--- src/hw/owc_pkg.sv ---
// Package of the oscillator warm-up counter: register map, fields, types.
// Assumes a single 40 MHz system clock and a plain register port.
package owc_pkg;

   // System clock
   localparam int unsigned OWC_SYS_HZ = 40_000_000;

   // Register port widths
   localparam int unsigned OWC_ADDR_W = 8;
   localparam int unsigned OWC_DATA_W = 32;

   // Register byte offsets
   localparam logic [7:0] OWC_LOWER_CTRL_OFS = 8'h00;
   localparam logic [7:0] OWC_UPPER_CTRL_OFS = 8'h04;
   localparam logic [7:0] OWC_CMP_LO_OFS = 8'h08;
   localparam logic [7:0] OWC_CMP_HI_OFS = 8'h0C;
   localparam logic [7:0] OWC_COUNT_LO_OFS = 8'h10;
   localparam logic [7:0] OWC_COUNT_HI_OFS = 8'h14;
   localparam logic [7:0] OWC_SYSCLK_OFS = 8'h18;
   localparam logic [7:0] OWC_STATUS_OFS = 8'h1C;

   // Control register fields
   localparam int unsigned OWC_TFF_BIT = 7;
   localparam int unsigned OWC_CKSEL_LSB = 4;
   localparam int unsigned OWC_CKSEL_MSB = 6;
   localparam int unsigned OWC_RUN_BIT = 3;
   localparam int unsigned OWC_MODE_LSB = 0;
   localparam int unsigned OWC_MODE_MSB = 2;

   // Clock select and mode codes
   localparam logic [2:0] OWC_CKSEL_SLOW = 3'h4;
   localparam logic [2:0] OWC_CKSEL_FAST = 3'h6;
   localparam logic [2:0] OWC_MODE_CASCADE = 3'h3;
   localparam logic [2:0] OWC_MODE_WARMUP = 3'h5;

   // System clock register fields
   localparam int unsigned OWC_SYS_SEL_BIT = 5;
   localparam int unsigned OWC_SLOW_EN_BIT = 6;
   localparam int unsigned OWC_FAST_EN_BIT = 7;

   // Status register fields
   localparam int unsigned OWC_ST_MATCH_BIT = 0;
   localparam int unsigned OWC_ST_RUN_BIT = 1;
   localparam int unsigned OWC_ST_LTFF_BIT = 2;
   localparam int unsigned OWC_ST_UTFF_BIT = 3;

   // Reset values and fixed constants
   localparam logic [7:0] OWC_CTRL_RST = 8'h00;
   localparam logic [7:0] OWC_CMP_RST = 8'hFF;
   localparam logic [15:0] OWC_COUNT_RST = 16'h0000;
   localparam logic [15:0] OWC_COUNT_ONE = 16'h0001;
   localparam logic [7:0] OWC_BYTE_ZERO = 8'h00;
   localparam logic [31:0] OWC_WORD_ZERO = 32'h0000_0000;

   // Tick sources
   localparam int unsigned OWC_NUM_SRC = 2;
   localparam int unsigned OWC_SRC_SLOW = 0;
   localparam int unsigned OWC_SRC_FAST = 1;

   // Nominal warm-up figures for a slow clock of 32.768 kHz
   localparam logic [15:0] OWC_CMP_MIN = 16'h0100;
   localparam logic [15:0] OWC_CMP_MAX = 16'hFF00;

   // Register port request
   typedef struct packed {
      logic [OWC_ADDR_W-1:0] addr;
      logic [OWC_DATA_W-1:0] wdata;
      logic wr;
      logic rd;
   } owc_bus_req_type;

   // Outputs toward the clock generator
   typedef struct packed {
      logic fast_osc_enable;
      logic slow_osc_enable;
      logic system_clock_select;
   } owc_clk_ctrl_type;

endpackage

--- src/hw/owc_top.sv ---
// Oscillator warm-up counter: cascaded 16-bit up-counter with match request.
// Assumes slow and fast source clocks arrive as pins, slower than 20 MHz,
// and software drives the register port synchronous to CLK_SYS_I.
`timescale 1ns/1ps
module owc_top (
   // Clock and reset
   input wire logic CLK_SYS_I,
   input wire logic RST_I,
   // Register port
   input wire owc_pkg::owc_bus_req_type BUS_REQ_I,
   output logic [owc_pkg::OWC_DATA_W-1:0] BUS_RDATA_O,
   // Source clock pins
   input wire logic SLOW_CLK_I,
   input wire logic FAST_CLK_I,
   // Clock generator control
   output owc_pkg::owc_clk_ctrl_type CLK_CTRL_O,
   // Match request, one cycle
   output logic PAIR_MATCH_IRQ_O
);
   import owc_pkg::*;

   logic [7:0] lower_ctrl_r;
   logic [7:0] upper_ctrl_r;
   logic [7:0] cmp_lo_r;
   logic [7:0] cmp_hi_r;
   logic [15:0] count_r;
   logic [15:0] count_nxt;
   logic lower_tff_r;
   logic upper_tff_r;
   logic match_seen_r;
   logic irq_r;
   logic [OWC_DATA_W-1:0] rdata_r;
   owc_clk_ctrl_type clk_ctrl_r;
   logic [OWC_NUM_SRC-1:0] src_async;
   logic [OWC_NUM_SRC-1:0] src_tick;
   logic wr_lower;
   logic wr_upper;
   logic wr_status;
   logic [2:0] cksel;
   logic run;
   logic warmup_on;
   logic tick;
   logic match;
   logic [15:0] target;

   assign src_async[OWC_SRC_SLOW] = SLOW_CLK_I;
   assign src_async[OWC_SRC_FAST] = FAST_CLK_I;

   // Both pins pass two flip-flops before use
   genvar gi;
   generate
      for (gi = 0; gi < OWC_NUM_SRC; gi++) begin : g_src
         owc_edge_sync u_sync (
            .clk_i(CLK_SYS_I),
            .rst_i(RST_I),
            .async_i(src_async[gi]),
            .rise_o(src_tick[gi])
         );
      end
   endgenerate

   assign wr_lower = BUS_REQ_I.wr && (BUS_REQ_I.addr == OWC_LOWER_CTRL_OFS);
   assign wr_upper = BUS_REQ_I.wr && (BUS_REQ_I.addr == OWC_UPPER_CTRL_OFS);
   assign wr_status = BUS_REQ_I.wr && (BUS_REQ_I.addr == OWC_STATUS_OFS);

   // Control registers
   always_ff @(posedge CLK_SYS_I) begin
      if (RST_I) begin
         lower_ctrl_r <= OWC_CTRL_RST;
         upper_ctrl_r <= OWC_CTRL_RST;
         cmp_lo_r <= OWC_CMP_RST;
         cmp_hi_r <= OWC_CMP_RST;
      end else if (BUS_REQ_I.wr) begin
         case (BUS_REQ_I.addr)
            OWC_LOWER_CTRL_OFS: begin
               lower_ctrl_r <= BUS_REQ_I.wdata[7:0];
            end
            OWC_UPPER_CTRL_OFS: begin
               upper_ctrl_r <= BUS_REQ_I.wdata[7:0];
            end
            OWC_CMP_LO_OFS: begin
               cmp_lo_r <= BUS_REQ_I.wdata[7:0];
            end
            OWC_CMP_HI_OFS: begin
               cmp_hi_r <= BUS_REQ_I.wdata[7:0];
            end
            default: begin
            end
         endcase
      end
   end

   // Toggle flip-flops take their initial value on each control write
   always_ff @(posedge CLK_SYS_I) begin
      if (RST_I) begin
         lower_tff_r <= 1'b0;
         upper_tff_r <= 1'b0;
      end else begin
         if (wr_lower) begin
            lower_tff_r <= BUS_REQ_I.wdata[OWC_TFF_BIT];
         end
         if (wr_upper) begin
            upper_tff_r <= BUS_REQ_I.wdata[OWC_TFF_BIT];
         end
      end
   end

   // Clock generator bits; the switch-over order is left to software
   always_ff @(posedge CLK_SYS_I) begin
      if (RST_I) begin
         clk_ctrl_r <= '0;
      end else if (BUS_REQ_I.wr && (BUS_REQ_I.addr == OWC_SYSCLK_OFS)) begin
         clk_ctrl_r.system_clock_select <= BUS_REQ_I.wdata[OWC_SYS_SEL_BIT];
         clk_ctrl_r.slow_osc_enable <= BUS_REQ_I.wdata[OWC_SLOW_EN_BIT];
         clk_ctrl_r.fast_osc_enable <= BUS_REQ_I.wdata[OWC_FAST_EN_BIT];
      end
   end

   // Source and mode decode
   assign cksel = lower_ctrl_r[OWC_CKSEL_MSB:OWC_CKSEL_LSB];
   assign run = upper_ctrl_r[OWC_RUN_BIT];
   assign warmup_on = run &&
      (upper_ctrl_r[OWC_MODE_MSB:OWC_MODE_LSB] == OWC_MODE_WARMUP) &&
      (lower_ctrl_r[OWC_MODE_MSB:OWC_MODE_LSB] == OWC_MODE_CASCADE);

   // Other source codes belong to modes not built here
   always_comb begin
      case (cksel)
         OWC_CKSEL_SLOW: tick = src_tick[OWC_SRC_SLOW];
         OWC_CKSEL_FAST: tick = src_tick[OWC_SRC_FAST];
         default: tick = 1'b0;
      endcase
   end

   // Low compare byte ignored, so the interval is whole steps of 256
   assign target = {cmp_hi_r, OWC_BYTE_ZERO};
   assign count_nxt = count_r + OWC_COUNT_ONE;
   // Upper byte zero wraps the full 65536 steps
   assign match = warmup_on && tick && (count_nxt == target);

   // Interval equals target ticks of the source clock
   always_ff @(posedge CLK_SYS_I) begin
      if (RST_I) begin
         count_r <= OWC_COUNT_RST;
      end else if (!run) begin
         count_r <= OWC_COUNT_RST;
      end else if (match) begin
         count_r <= OWC_COUNT_RST;
      end else if (warmup_on && tick) begin
         count_r <= count_nxt;
      end
   end

   // Match request pulse
   always_ff @(posedge CLK_SYS_I) begin
      if (RST_I) begin
         irq_r <= 1'b0;
      end else begin
         irq_r <= match;
      end
   end

   // Sticky match flag, write one clears, a new match wins
   always_ff @(posedge CLK_SYS_I) begin
      if (RST_I) begin
         match_seen_r <= 1'b0;
      end else if (match) begin
         match_seen_r <= 1'b1;
      end else if (wr_status && BUS_REQ_I.wdata[OWC_ST_MATCH_BIT]) begin
         match_seen_r <= 1'b0;
      end
   end

   // Read data, one cycle after the strobe only
   always_ff @(posedge CLK_SYS_I) begin
      if (RST_I) begin
         rdata_r <= OWC_WORD_ZERO;
      end else if (BUS_REQ_I.rd) begin
         rdata_r <= OWC_WORD_ZERO;
         case (BUS_REQ_I.addr)
            OWC_LOWER_CTRL_OFS: rdata_r[7:0] <= lower_ctrl_r;
            OWC_UPPER_CTRL_OFS: rdata_r[7:0] <= upper_ctrl_r;
            OWC_CMP_LO_OFS: rdata_r[7:0] <= cmp_lo_r;
            OWC_CMP_HI_OFS: rdata_r[7:0] <= cmp_hi_r;
            OWC_COUNT_LO_OFS: rdata_r[7:0] <= count_r[7:0];
            OWC_COUNT_HI_OFS: rdata_r[7:0] <= count_r[15:8];
            OWC_SYSCLK_OFS: begin
               rdata_r[OWC_SYS_SEL_BIT] <= clk_ctrl_r.system_clock_select;
               rdata_r[OWC_SLOW_EN_BIT] <= clk_ctrl_r.slow_osc_enable;
               rdata_r[OWC_FAST_EN_BIT] <= clk_ctrl_r.fast_osc_enable;
            end
            OWC_STATUS_OFS: begin
               rdata_r[OWC_ST_MATCH_BIT] <= match_seen_r;
               rdata_r[OWC_ST_RUN_BIT] <= warmup_on;
               rdata_r[OWC_ST_LTFF_BIT] <= lower_tff_r;
               rdata_r[OWC_ST_UTFF_BIT] <= upper_tff_r;
            end
            default: begin
            end
         endcase
      end else begin
         rdata_r <= OWC_WORD_ZERO;
      end
   end

   assign BUS_RDATA_O = rdata_r;
   assign CLK_CTRL_O = clk_ctrl_r;
   assign PAIR_MATCH_IRQ_O = irq_r;
endmodule

--- src/hw/owc_edge_sync.sv ---
// Two-stage synchroniser with rising-edge detector for one source clock.
// Assumes the source runs below half the system clock rate.
`timescale 1ns/1ps
module owc_edge_sync (
   // Clock and reset
   input wire logic clk_i,
   input wire logic rst_i,
   // Asynchronous source
   input wire logic async_i,
   // One-cycle tick on each rising edge
   output logic rise_o
);
   logic meta_r;
   logic sync_r;
   logic last_r;

   // First stage feeds only the second stage
   always_ff @(posedge clk_i) begin
      if (rst_i) begin
         meta_r <= 1'b0;
         sync_r <= 1'b0;
         last_r <= 1'b0;
      end else begin
         meta_r <= async_i;
         sync_r <= meta_r;
         last_r <= sync_r;
      end
   end

   assign rise_o = sync_r & ~last_r;
endmodule

--- config.mk ---
export PLATFORM = sky130hd
export DESIGN_NAME = owc_top
export DESIGN_NICKNAME = d
export VERILOG_FILES = /design/src/hw/owc_pkg.sv /design/src/hw/owc_top.sv /design/src/hw/owc_edge_sync.sv
export SDC_FILE = /design/constraint.sdc
export NUM_CORES = 1
export LEC_CHECK = 0
export ABC_AREA = 1
export BUFFER_PORTS_ARGS = -buffer_cell sky130_fd_sc_hd__clkbuf_2
export CAP_MARGIN = 5
export CORE_MARGIN = 1
export CORE_UTILIZATION = 51
export CTS_BUF_LIST = sky130_fd_sc_hd__clkbuf_4 sky130_fd_sc_hd__clkbuf_8
export DETAILED_ROUTE_END_ITERATION = 12
export PLACE_DENSITY = 0.79
export SKIP_LAST_GASP = 1
export SYNTH_ARGS = -nofsm -noshare
export SYNTH_HDL_FRONTEND = slang
export SYNTH_SLANG_ARGS = --single-unit
--- constraint.sdc ---
create_clock -name CLK_SYS_I -period 2.15 [get_ports CLK_SYS_I]
set_clock_uncertainty 0.15 [all_clocks]
set_input_delay 0.1075 -clock CLK_SYS_I [delete_from_list [all_inputs] [get_ports CLK_SYS_I]]
set_output_delay 0.1075 -clock CLK_SYS_I [all_outputs]
set_load 0.05 [all_outputs]
# Word level (Yosys, flattened, before mapping)
# Cells that the tools add are included.
[word_totals] regBits=93 latchBits=0 ram_bits=0 mem_bits_ro=0 in_bits=46 out_inout_bits=36 wordCells=62 n_memories=0
[op_classes] n_addsub=1 n_mul=0 n_div=0 order_cmp=0 n_eq_ne=12 shift=0 n_mux=6 n_bitwise=6 reduce_logical=17
[ops] operator="$eq 8x5->1 const B" n=4
[ops] operator="$pmux 4 s7" n=1
[ops] operator="$pmux 3 s7" n=1
[ops] operator="$add 16x1->16 const B" n=1
[ops] operator="$eq 16x16->1" n=1
[ops] operator="$eq 8x4->1 const B" n=2
[ops] operator="$eq 3x3->1 const B" n=3
[ops] operator="$logic_and 1x1->1" n=9
[ops] operator="$eq 8x3->1 const B" n=1
[ops] operator="$logic_not 8->1" n=1
[ops] operator="$reduce_and 2->1" n=4
[ops] operator="$pmux 1 s6" n=1
[ops] operator="$not 1->1" n=4
[ops] operator="$eq 3x2->1 const B" n=1
[ops] operator="$reduce_or 3->1" n=1
[ops] operator="$and 1x1->1" n=2
[ops] operator="$mux 1" n=2
[ops] operator="$pmux 1 s2" n=1
[ops] operator="$reduce_bool 2->1" n=1
[ops] operator="$reduce_or 2->1" n=1

# Longest topological paths before layout
# Gate-level depths: netlist of run 1.
[depth] depth_word=6 mapped_depth=14 ltp_nobuf=14

# Hierarchy
# Synthesis of run 1 repeated with hierarchy kept, for this count alone.
[unflattened] cells_unflattened=545 hier_area_um2=3512.1
[by_module_without_submodules] module="owc_top" n_inst=1 cells_each=525 area_per_inst_um2=3339.5 seq_area_each_um2=1221.2
[by_module_without_submodules] module="owc_edge_sync" n_inst=2 cells_each=10 area_per_inst_um2=86.3 seq_area_each_um2=60.1

# Worst setup path after synthesis of run 1
# Ideal clock, no wire load.
[synth_path] path_kind="reg-to-reg" startpoint="reg count_r[1]" endpoint="reg count_r[10]" setup_ps=136 arrival_time_ps=1727 required_ps=1864 slack_ps=137 stages_incl_launch_ff=14 n_path_buf=1 period_less_slack_ps=2013 cell_sequence="dfxtp_1 ha_1 nand2_2 nor2_4 nand3_1 nand2_1 nand2_1 nand2_1 nand2_1 nor2_1 nand3_2 nor2_4 buf_12 nor3_2"
[synth_via] elab_chain_cells=4
[synth_rtl] element="from (decl)" line_no="owc_top.sv:26" text="logic [15:0] count_r;"
[synth_rtl] element="from (signal assigned)" line_no="owc_top.sv:150" text="count_r <= count_nxt;"
[synth_rtl] element="$add 16x1->16 (*)" line_no="owc_top.sv:137" text="assign count_nxt = count_r + OWC_COUNT_ONE;"
[synth_rtl] element="$eq 16x16->1" line_no="owc_top.sv:139" text="assign match = warmup_on && tick && (count_nxt == target);"
[synth_rtl] element="$logic_and 1x1->1" line_no="owc_top.sv:139"
[synth_rtl] element="$reduce_or 3->1 (no source line)"
# Mark *: on every way between the ends. The rest lies on a longest branch, timed or not.
# A chain may end at the register's enable or synchronous reset.

# Worst setup path in the final report of run 1
[layout_path] startpoint="reg count_r[0]" endpoint="reg count_r[15]"
# The elaborated chain is that of the path after synthesis.

==> out/metrics.sh, run 1 <==
RUN_STATUS='completed'
POST-ROUTE-DRC-COUNT=0
CTS_HTREE_LEVELS=3
FIN_SETUP_TNS_PS=0
DIE_AREA_UM2=7700
NETLIST_TOP_CELLS_AREA='dfxtp_1, nand2_1, inv_1, nand3_1, nor2_1'
ROUTED_WIRE_LENGTH_PER_INSTANCE_UM=15.0
FINAL_STD_CELL_AREA_NO_FILL_UM2=4530
VIAS=3996
CTSROOTBUFFERMASTER='clkbuf_8'
FINALSETUPVIOLATIONS=0
FIRST_PASS_GRT_WIRE_LENGTH_UM=16700
NETSW_mW=0.720
PLACEMENT_ROWS=30
CRITICAL_PATH_ARRIVAL_PS=2250
IR_DROP_uV=397
GR-TOTAL-OVERFLOW=0
P_LEAK_nW=1.89
GP_WEIGHTED_CONGESTION=1.02
TIMING.CRITICAL_PATH.SLOWEST_STAGE_CELL='dfxtp_4'
POST-ROUTE-PERIOD-UTIL_PCT=99.9
SYNTH_EDF_COUNT=0
CP_MAX_FO=8
POST_SYNTH_INSTANCE_AREA_UM2=3750
DRT_FIRST_ITER_VIOLATIONS=526
SYN_TO_FINAL_GROWTH_PCT=20.7
WORST_SETUP_PATH_START_KIND='flop'
POWER.SHARE.SWITCHING_PCT=28.1
CP_DATA_REQUIRED_TIME_PS=2250
YOSYS_REGISTER_BITS=67
YOSYSWARNINGCOUNT=0
CRITICALPATHCATEGORY='flop to flop'
INSERTION_DELAY_PS=370
RSZ_0062_RAISED_AFTER_GLOBAL_ROUTING='true'
CLOCK_SINKS=67
DRTPASS1ITERATIONS=5
DIE_WIDTH_UM=87.8
HOLD_PATH_CLASS='input port to flop'
CTS.PATH.MAX_BUFFERS=2
SYNTH_MOST_COMMON_CELL='nand2_1'
POWER.DENSITY_CELL_AREA_nW_PER_UM2=566
SYNTH-MAIN-FF-CELL='dfxtp_1'
DESIGN.FINAL.NETS=677
CRITICAL_PATH_CELL_SEQUENCE='ha_4, nand2_4, nor2_4, nand4_1, nand3_2, nand2_1, nor2_1, nand3_2, nor2_4, clkbuf_16, nor3_2'
HOLD_VIOL=0
CLOCK_TREE_FROM_TRITONCTS='done'
FINAL.MIN_CLOCK_PERIOD_PS=2150
DPL-INSTANCE-AREA_UM2=4010
WORST_PATH_CLK_SLEW_PS=80
INITIAL_ANTENNA_VIOLATION_COUNT=0
AVGSYNTHCELLAREA_UM2=6.68
NETLIST-CELL-TYPE-COUNT=35
PLACEABLECOREAREA_UM2=6940
FINALWIRELENGTH_UM=10900
WORST-PATH-BUF-INV=1
SYNTHCELLS=562
POSTSYNTH.ASYNCRESETSHARE_PCT=0
DIE_HEIGHT_UM=87.8
RANKING_OF_SYNTHESIZED_CELLS_BY_INSTANCE_COUNT='nand2_1, inv_1, dfxtp_1, nor2_1, nand3_1'
CELL_INTERNAL_PWR_mW=1.84
FLOORPLAN.IO_PINS=82
SEQPWRFRAC_PCT=48.6
N_ANTENNA_CELL=0
SHARE_OF_LAYOUT_CELLS_ABOVE_DRIVE_STRENGTH_1_PCT=18.7
SYNTH_TOP_CELL_AREA_SHARE_PCT=35.7
START_UTIL_PCT=54.0
SYNTH.LARGEST_AREA_CELL='dfxtp_1'
HPWLAFTERDP_UM=7930
GRT.TOTAL_USAGE_PCT=29.1
PORT-BUFFER-COUNT=33
CRITPATHMAXSTAGEDELAY_PS=370
VIAS_PER_CELL=5.47
FMAXACHIEVABLE_MHz=466
DRTANTENNAVIOLNETS=0
CRITICAL_PATH.TOP_DELAY_FAMILY='simple AND/OR/NAND/NOR gates'
GRT_MAX_DEGREE=33
GRT_PASS1_VIAS=3450
NUMBER_OF_BUFFERS_CREATED_BY_CTS=9
MAX_CAP_VIOLATIONS=0
POWER.CLOCK.FRACTION_PCT=43.6
ENDPOINT_TYPE_OF_THE_WORST_SETUP_PATH='flop'
SHARE_COMB_OF_TOTAL_POWER_PCT=7.8
NUMBER_OF_SLEW_LIMIT_VIOLATIONS_IN_THE_FINAL_REPORT=0
SYNTH_SEQ_AREA_SHARE_PCT=35.7
==> path summary, 6_finish.rpt <==
check / from / end / slack (ps) / depth (start not counted)
setup / recovery: count_r[0] / count_r[15] / 2 / 11
hold / removal: BUS_REQ_I[37] / BUS_RDATA_O[7] / 20 / 4
setup reg to reg: count_r[0] / count_r[15] / 2 / 11
hold reg to reg: g_src[1].u_sync.meta_r / g_src[1].u_sync.sync_r / 250 / 2
==> flip-flops by register name, summed over array words and instances, names as in the netlist <==
signal / count
match_seen_r: 1
upper_ctrl_r: 8
g_src.u_sync.last_r: 2
PAIR_MATCH_IRQ_O: 1
count_r: 16
cmp_lo_r: 8
g_src.u_sync.meta_r: 2
lower_ctrl_r: 8
cmp_hi_r: 8
g_src.u_sync.sync_r: 2
BUS_RDATA_O: 8
CLK_CTRL_O: 3
==> cells in the final DEF (no fill, tap or decap), types with 10 or more instances in the layout <==
cell type / n
o22ai_1: 12
o21ai_0: 33
conb_1: 24
nor2_1: 53
dfxtp_1: 59
nand3_1: 41
a21oi_1: 23
nor3_2: 10
dlygate4sd3_1: 16
nor3_1: 14
clkbuf_2: 33
nand2_1: 124
inv_1: 80
buf_4: 16
==> through the flow <==
| step | total power [mW] | utilization [%] | std cells | setup WS [ps] | hold slack [ps] |
|---|---|---|---|---|---|
| 3_5_place_dp | 1.45 | 57.8 | 695 | -12.2 | 153 |
| 4_1_cts | 2.58 | 63.2 | 728 | 4.90 | 0.723 |
| 6_report | 2.56 | 65.2 | 731 | 2.34 | 23.8 |
| 3_3_place_gp | 1.45 | 57.8 | 695 | 37.4 | 154 |
| 2_1_floorplan | 1.44 | - | 585 | 137 | 64.5 |
| 5_1_grt | 2.64 | 65.2 | 731 | -92.4 | 27.4 |
==> cell families (layout without fill, tap and decap cells) <==
| family | after synthesis | after routing | share of synthesized area [%] |
|---|---|---|---|
| AND/OR/NAND/NOR | 282 | 282 | 34.2 |
| buffers and inverters | 117 | 167 | 14.7 |
| AO/OA/AOI/OAI | 90 | 90 | 13.9 |
| flip-flops | 67 | 67 | 35.7 |
| XOR/XNOR | 4 | 4 | 0.934 |
| adder cells (fa/ha/maj) | 1 | 1 | 0.333 |
| other | 1 | 24 | 0.0999 |
==> per-layer routing <==
metal	vias up	global-route usage [%]	routed length, um
li1	1917	-	-
met1	1819	36.6	4410
met2	215	47.5	5150
met3	45	6.69	985
met4	0	12.8	393
met5	-	0	0
==> tightest hold or removal path: stages <==
cell      delay [ps]
clkbuf_2         120
a311oi_1          90
nand2_1          110
nor2_1            70
==> final cells by class <==
class	instances	area (um^2)
clock buffer	9	124
clock inverter	7	83.8
fill	617	2410
inverter	82	308
multi-input combinational	401	2030
sequential	67	1360
tap	96	120
timing repair buffer	69	513
==> what timing repair did <==
action	4_1_cts	5_1_grt
hold endpoints to repair	45	0
buffers inserted	1	2
pin swaps	1	17
hold buffers	16	0
setup endpoints to repair	14	17
gates resized for setup	2	32
gates cloned	0	1
==> power by group through the flow <==
stage / registers [mW] / logic (mW) / clock network, mW
after floorplan: 1.28 / 0.161 / 0
after global placement: 1.28 / 0.172 / 0
after detailed placement: 1.28 / 0.173 / 0
after CTS: 1.25 / 0.195 / 1.14
after global routing: 1.25 / 0.212 / 1.18
final: 1.25 / 0.200 / 1.12
Power figures use the tool's default switching activity.
==> run 2, diff against run 1 <==
--- a/config.mk
+++ b/config.mk
@@ -13,6 +13,8 @@
 export CTS_BUF_LIST = sky130_fd_sc_hd__clkbuf_4 sky130_fd_sc_hd__clkbuf_8
 export DETAILED_ROUTE_END_ITERATION = 12
 export PLACE_DENSITY = 0.79
+export REMOVE_ABC_BUFFERS = 1
+export SETUP_SLACK_MARGIN = 0.3
 export SKIP_LAST_GASP = 1
 export SYNTH_ARGS = -nofsm -noshare
 export SYNTH_HDL_FRONTEND = slang
==> run 2 against run 1 <==
Compared with the run above:
- the run now ends with setup timing left
- final cell count grew 2.3%
- sequential share of layout area shrank 2.0 points
- wire length grew 6.3%
- utilization grew 4.4 points
- critical path type unchanged
==> out/metrics.sh, run 2 (synthesized netlist as in run 1, its figures left out) <==
RUN_STATUS='finished with violations'
VIOLATIONS='setup timing'
FIRST_PASS_GRT_WIRE_LENGTH_UM=17500  # +5.1%
CLOCK_SINKS=67  # unchanged
CRITICALPATHCATEGORY='flop to flop'
DRTPASS1ITERATIONS=6  # +1
REG2REG_SLACK_PS=-70  # -70 ps
HOLD_PATH.STARTPOINT='BUS_REQ_I[40]'
CTSROOTBUFFERMASTER='clkbuf_8'
HPWLAFTERDP_UM=7860  # -0.81%
CRITICAL_PATH_CELL_SEQUENCE='ha_4, nand2_4, nor2_4, nand3_2, nand2_2, nand2_2, nand2_2, nand2_2, nor2_2, nand3_2, nor2_4, buf_6, buf_12, nor3_1'
CP_DATA_REQUIRED_TIME_PS=2230  # -20 ps
HOLD_PATH_CLASS='input port to flop'
POWER.DENSITY_CELL_AREA_nW_PER_UM2=531  # -6.1%
RSZ_0062_RAISED_AFTER_GLOBAL_ROUTING='true'
NUMBER_OF_SLEW_LIMIT_VIOLATIONS_IN_THE_FINAL_REPORT=0  # unchanged
SHARE_OF_LAYOUT_CELLS_ABOVE_DRIVE_STRENGTH_1_PCT=25.5  # +6.7 points
CRITICAL-PATH-TOP-CELL-BY-COUNT='nand2_2'
DESIGN.FINAL.NETS=694  # +2.5%
CRITPATHMAXSTAGEDELAY_PS=370  # about the same
NUMBER_OF_BUFFERS_CREATED_BY_CTS=9  # unchanged
CLOCK_TREE_FROM_TRITONCTS='done'
CRITICAL_PATH.TOP_DELAY_FAMILY='simple AND/OR/NAND/NOR gates'
ENDPOINT_TYPE_OF_THE_WORST_SETUP_PATH='flop'
GP_WEIGHTED_CONGESTION=0.977  # -4.1%
FLOORPLAN.IO_PINS=82  # unchanged
WORST_PATH_CLK_SLEW_PS=80  # about the same
PORT-BUFFER-COUNT=33  # unchanged
VIAS_PER_CELL=5.44  # -0.56%
DRT_FIRST_ITER_VIOLATIONS=547  # +4.0%
N_ANTENNA_CELL=0  # unchanged
TIMING.CRITICAL_PATH.SLOWEST_STAGE_CELL='dfxtp_4'
PLACEABLECOREAREA_UM2=6940  # unchanged
LAYOUT.CELLS.NON_FILLER=748  # +2.3%
MAX_CAP_VIOLATIONS=0  # unchanged
POST-ROUTE-DRC-COUNT=0  # unchanged
LARGEST_REGISTER_FFS=16  # unchanged
FINALSETUPVIOLATIONS=17  # +17
DIE_HEIGHT_UM=87.8  # unchanged
CTS_HTREE_LEVELS=3  # unchanged
REG_TO_REG_CRITICAL_PATH_STARTPOINT='count_r[1]'
INITIAL_ANTENNA_VIOLATION_COUNT=0  # unchanged
DP_CELLS=699  # +0.58%
P_LEAK_nW=2.03  # +7.5%
HOLD_VIOL=0  # unchanged
HOLDWS_PS=123  # +99.0 ps
DIE_AREA_UM2=7700  # unchanged
DRTANTENNAVIOLNETS=0  # unchanged
VIAS=4066  # +1.8%
ROUTED_WIRE_LENGTH_PER_INSTANCE_UM=15.5  # +3.8%
HOLD-PATH-ENDPOINT='BUS_RDATA_O[7]'
HOLDPATHSTAGES=6  # +2
SYN_TO_FINAL_GROWTH_PCT=28.9
CP_MAX_FO=8  # unchanged
DP_SLACK_PS=77.0  # +89.2 ps
R2R-END='count_r[1]'
WORST_SETUP_PATH_START_KIND='flop'
PLACEMENT_ROWS=30  # unchanged
FINALWIRELENGTH_UM=11600  # +6.3%
FINAL.MIN_CLOCK_PERIOD_PS=2220  # +72.3 ps
FMAXACHIEVABLE_MHz=450  # -3.3%
INSERTION_DELAY_PS=360  # about the same
LAYOUT_COMMONEST_CELL='nand2_1'
START_UTIL_PCT=54.0  # unchanged
GR-TOTAL-OVERFLOW=0  # unchanged
CTS.PATH.MAX_BUFFERS=2  # unchanged
REGISTER_NAME_WITH_THE_MOST_FLOPS='count_r'
DIE_WIDTH_UM=87.8  # unchanged
GRT_PASS1_VIAS=3594  # +4.2%
GRT_MAX_DEGREE=33  # unchanged
GRT.TOTAL_USAGE_PCT=30.5  # +1.4 points
CRITICAL_PATH_ARRIVAL_PS=2300  # +50 ps
POST-ROUTE-PERIOD-UTIL_PCT=103  # +3.4 points
LAYOUT_SETUP_WS_PS=-70.0  # -72.3 ps
LEADING_CELL_TYPES_IN_THE_LAYOUT_FILL_AND_TAPS_EXCLUDED='nand2_1, inv_1, dfxtp_1'
WORST-PATH-BUF-INV=2  # +1
IR_DROP_uV=361  # -8.9%
R2R.WORST_PATH.CELLS=14  # +3
run 2: worst max-delay path by stage:
| stage | start | cells past startpoint | endpoint |
|---|---|---|---|
| after floorplan | count_r[1] | 12 | count_r[0] |
| after CTS | count_r[0] | 14 | count_r[0] |
| after global placement | count_r[0] | 11 | count_r[0] |
| after detailed placement | count_r[0] | 13 | count_r[0] |
| final | count_r[1] | 14 | count_r[1] |
| after global routing | count_r[1] | 15 | match_seen_r |
run 2: repair_timing:
action	in CTS	in global routing
endpoints found under the hold margin	43	0
hold buffers	18	0
endpoints found under the setup margin	18	57
resized for setup	32	44
gates cloned	2	0
buffers inserted	7	6
pin swaps	4	19
run 2: per-layer routing:
layer	global-route usage, %	vias to the layer above	wire, um
met5	0	-	0
met4	15.8	0	506
met3	5.18	59	1060
met2	48.8	228	5440
met1	39.3	1826	4610
li1	-	1953	-
run 2: area by class of cell:
type                            count  area [um^2]
Sequential cell                    67         1350
Tap cell                           96          120
Timing Repair Buffer               86          688
Multi-Input combinational cell    401         2160
Clock buffer                       11          145
Inverter                           82          314
Clock inverter                      5         61.3
Fill cell                         594         2110
run 2: through the flow:
| stage | utilization [%] | instance area [um^2] | setup TNS, ps | total power, mW |
|---|---|---|---|---|
| final | 69.7 | 4840 | -878 | 2.57 |
| after detailed placement | 58.2 | 4040 | 0 | 1.45 |
| after global routing | 69.7 | 4840 | -2800 | 2.63 |
| after global placement | 58.2 | 4040 | 0 | 1.45 |
| after CTS | 66.8 | 4640 | 0 | 2.56 |
| after floorplan | - | 3590 | 0 | 1.40 |
run 2: power by group:
group / leakage, nW / internal (mW) / switching [mW] / total, mW
Sequential: 0.544 / 1.24 / 0.00259 / 1.25
Clock: 0.107 / 0.587 / 0.523 / 1.11
Combinational: 1.38 / 0.0496 / 0.165 / 0.215
Total: 2.03 / 1.88 / 0.691 / 2.57
run 2: worst min-delay path: cells and delay by family:
| kind | cells | cell delay, ps |
|---|---|---|
| AND/OR/NAND/NOR | 4 | 340 |
| buffers and inverters | 1 | 70 |
| AO/OA/AOI/OAI | 1 | 70 |
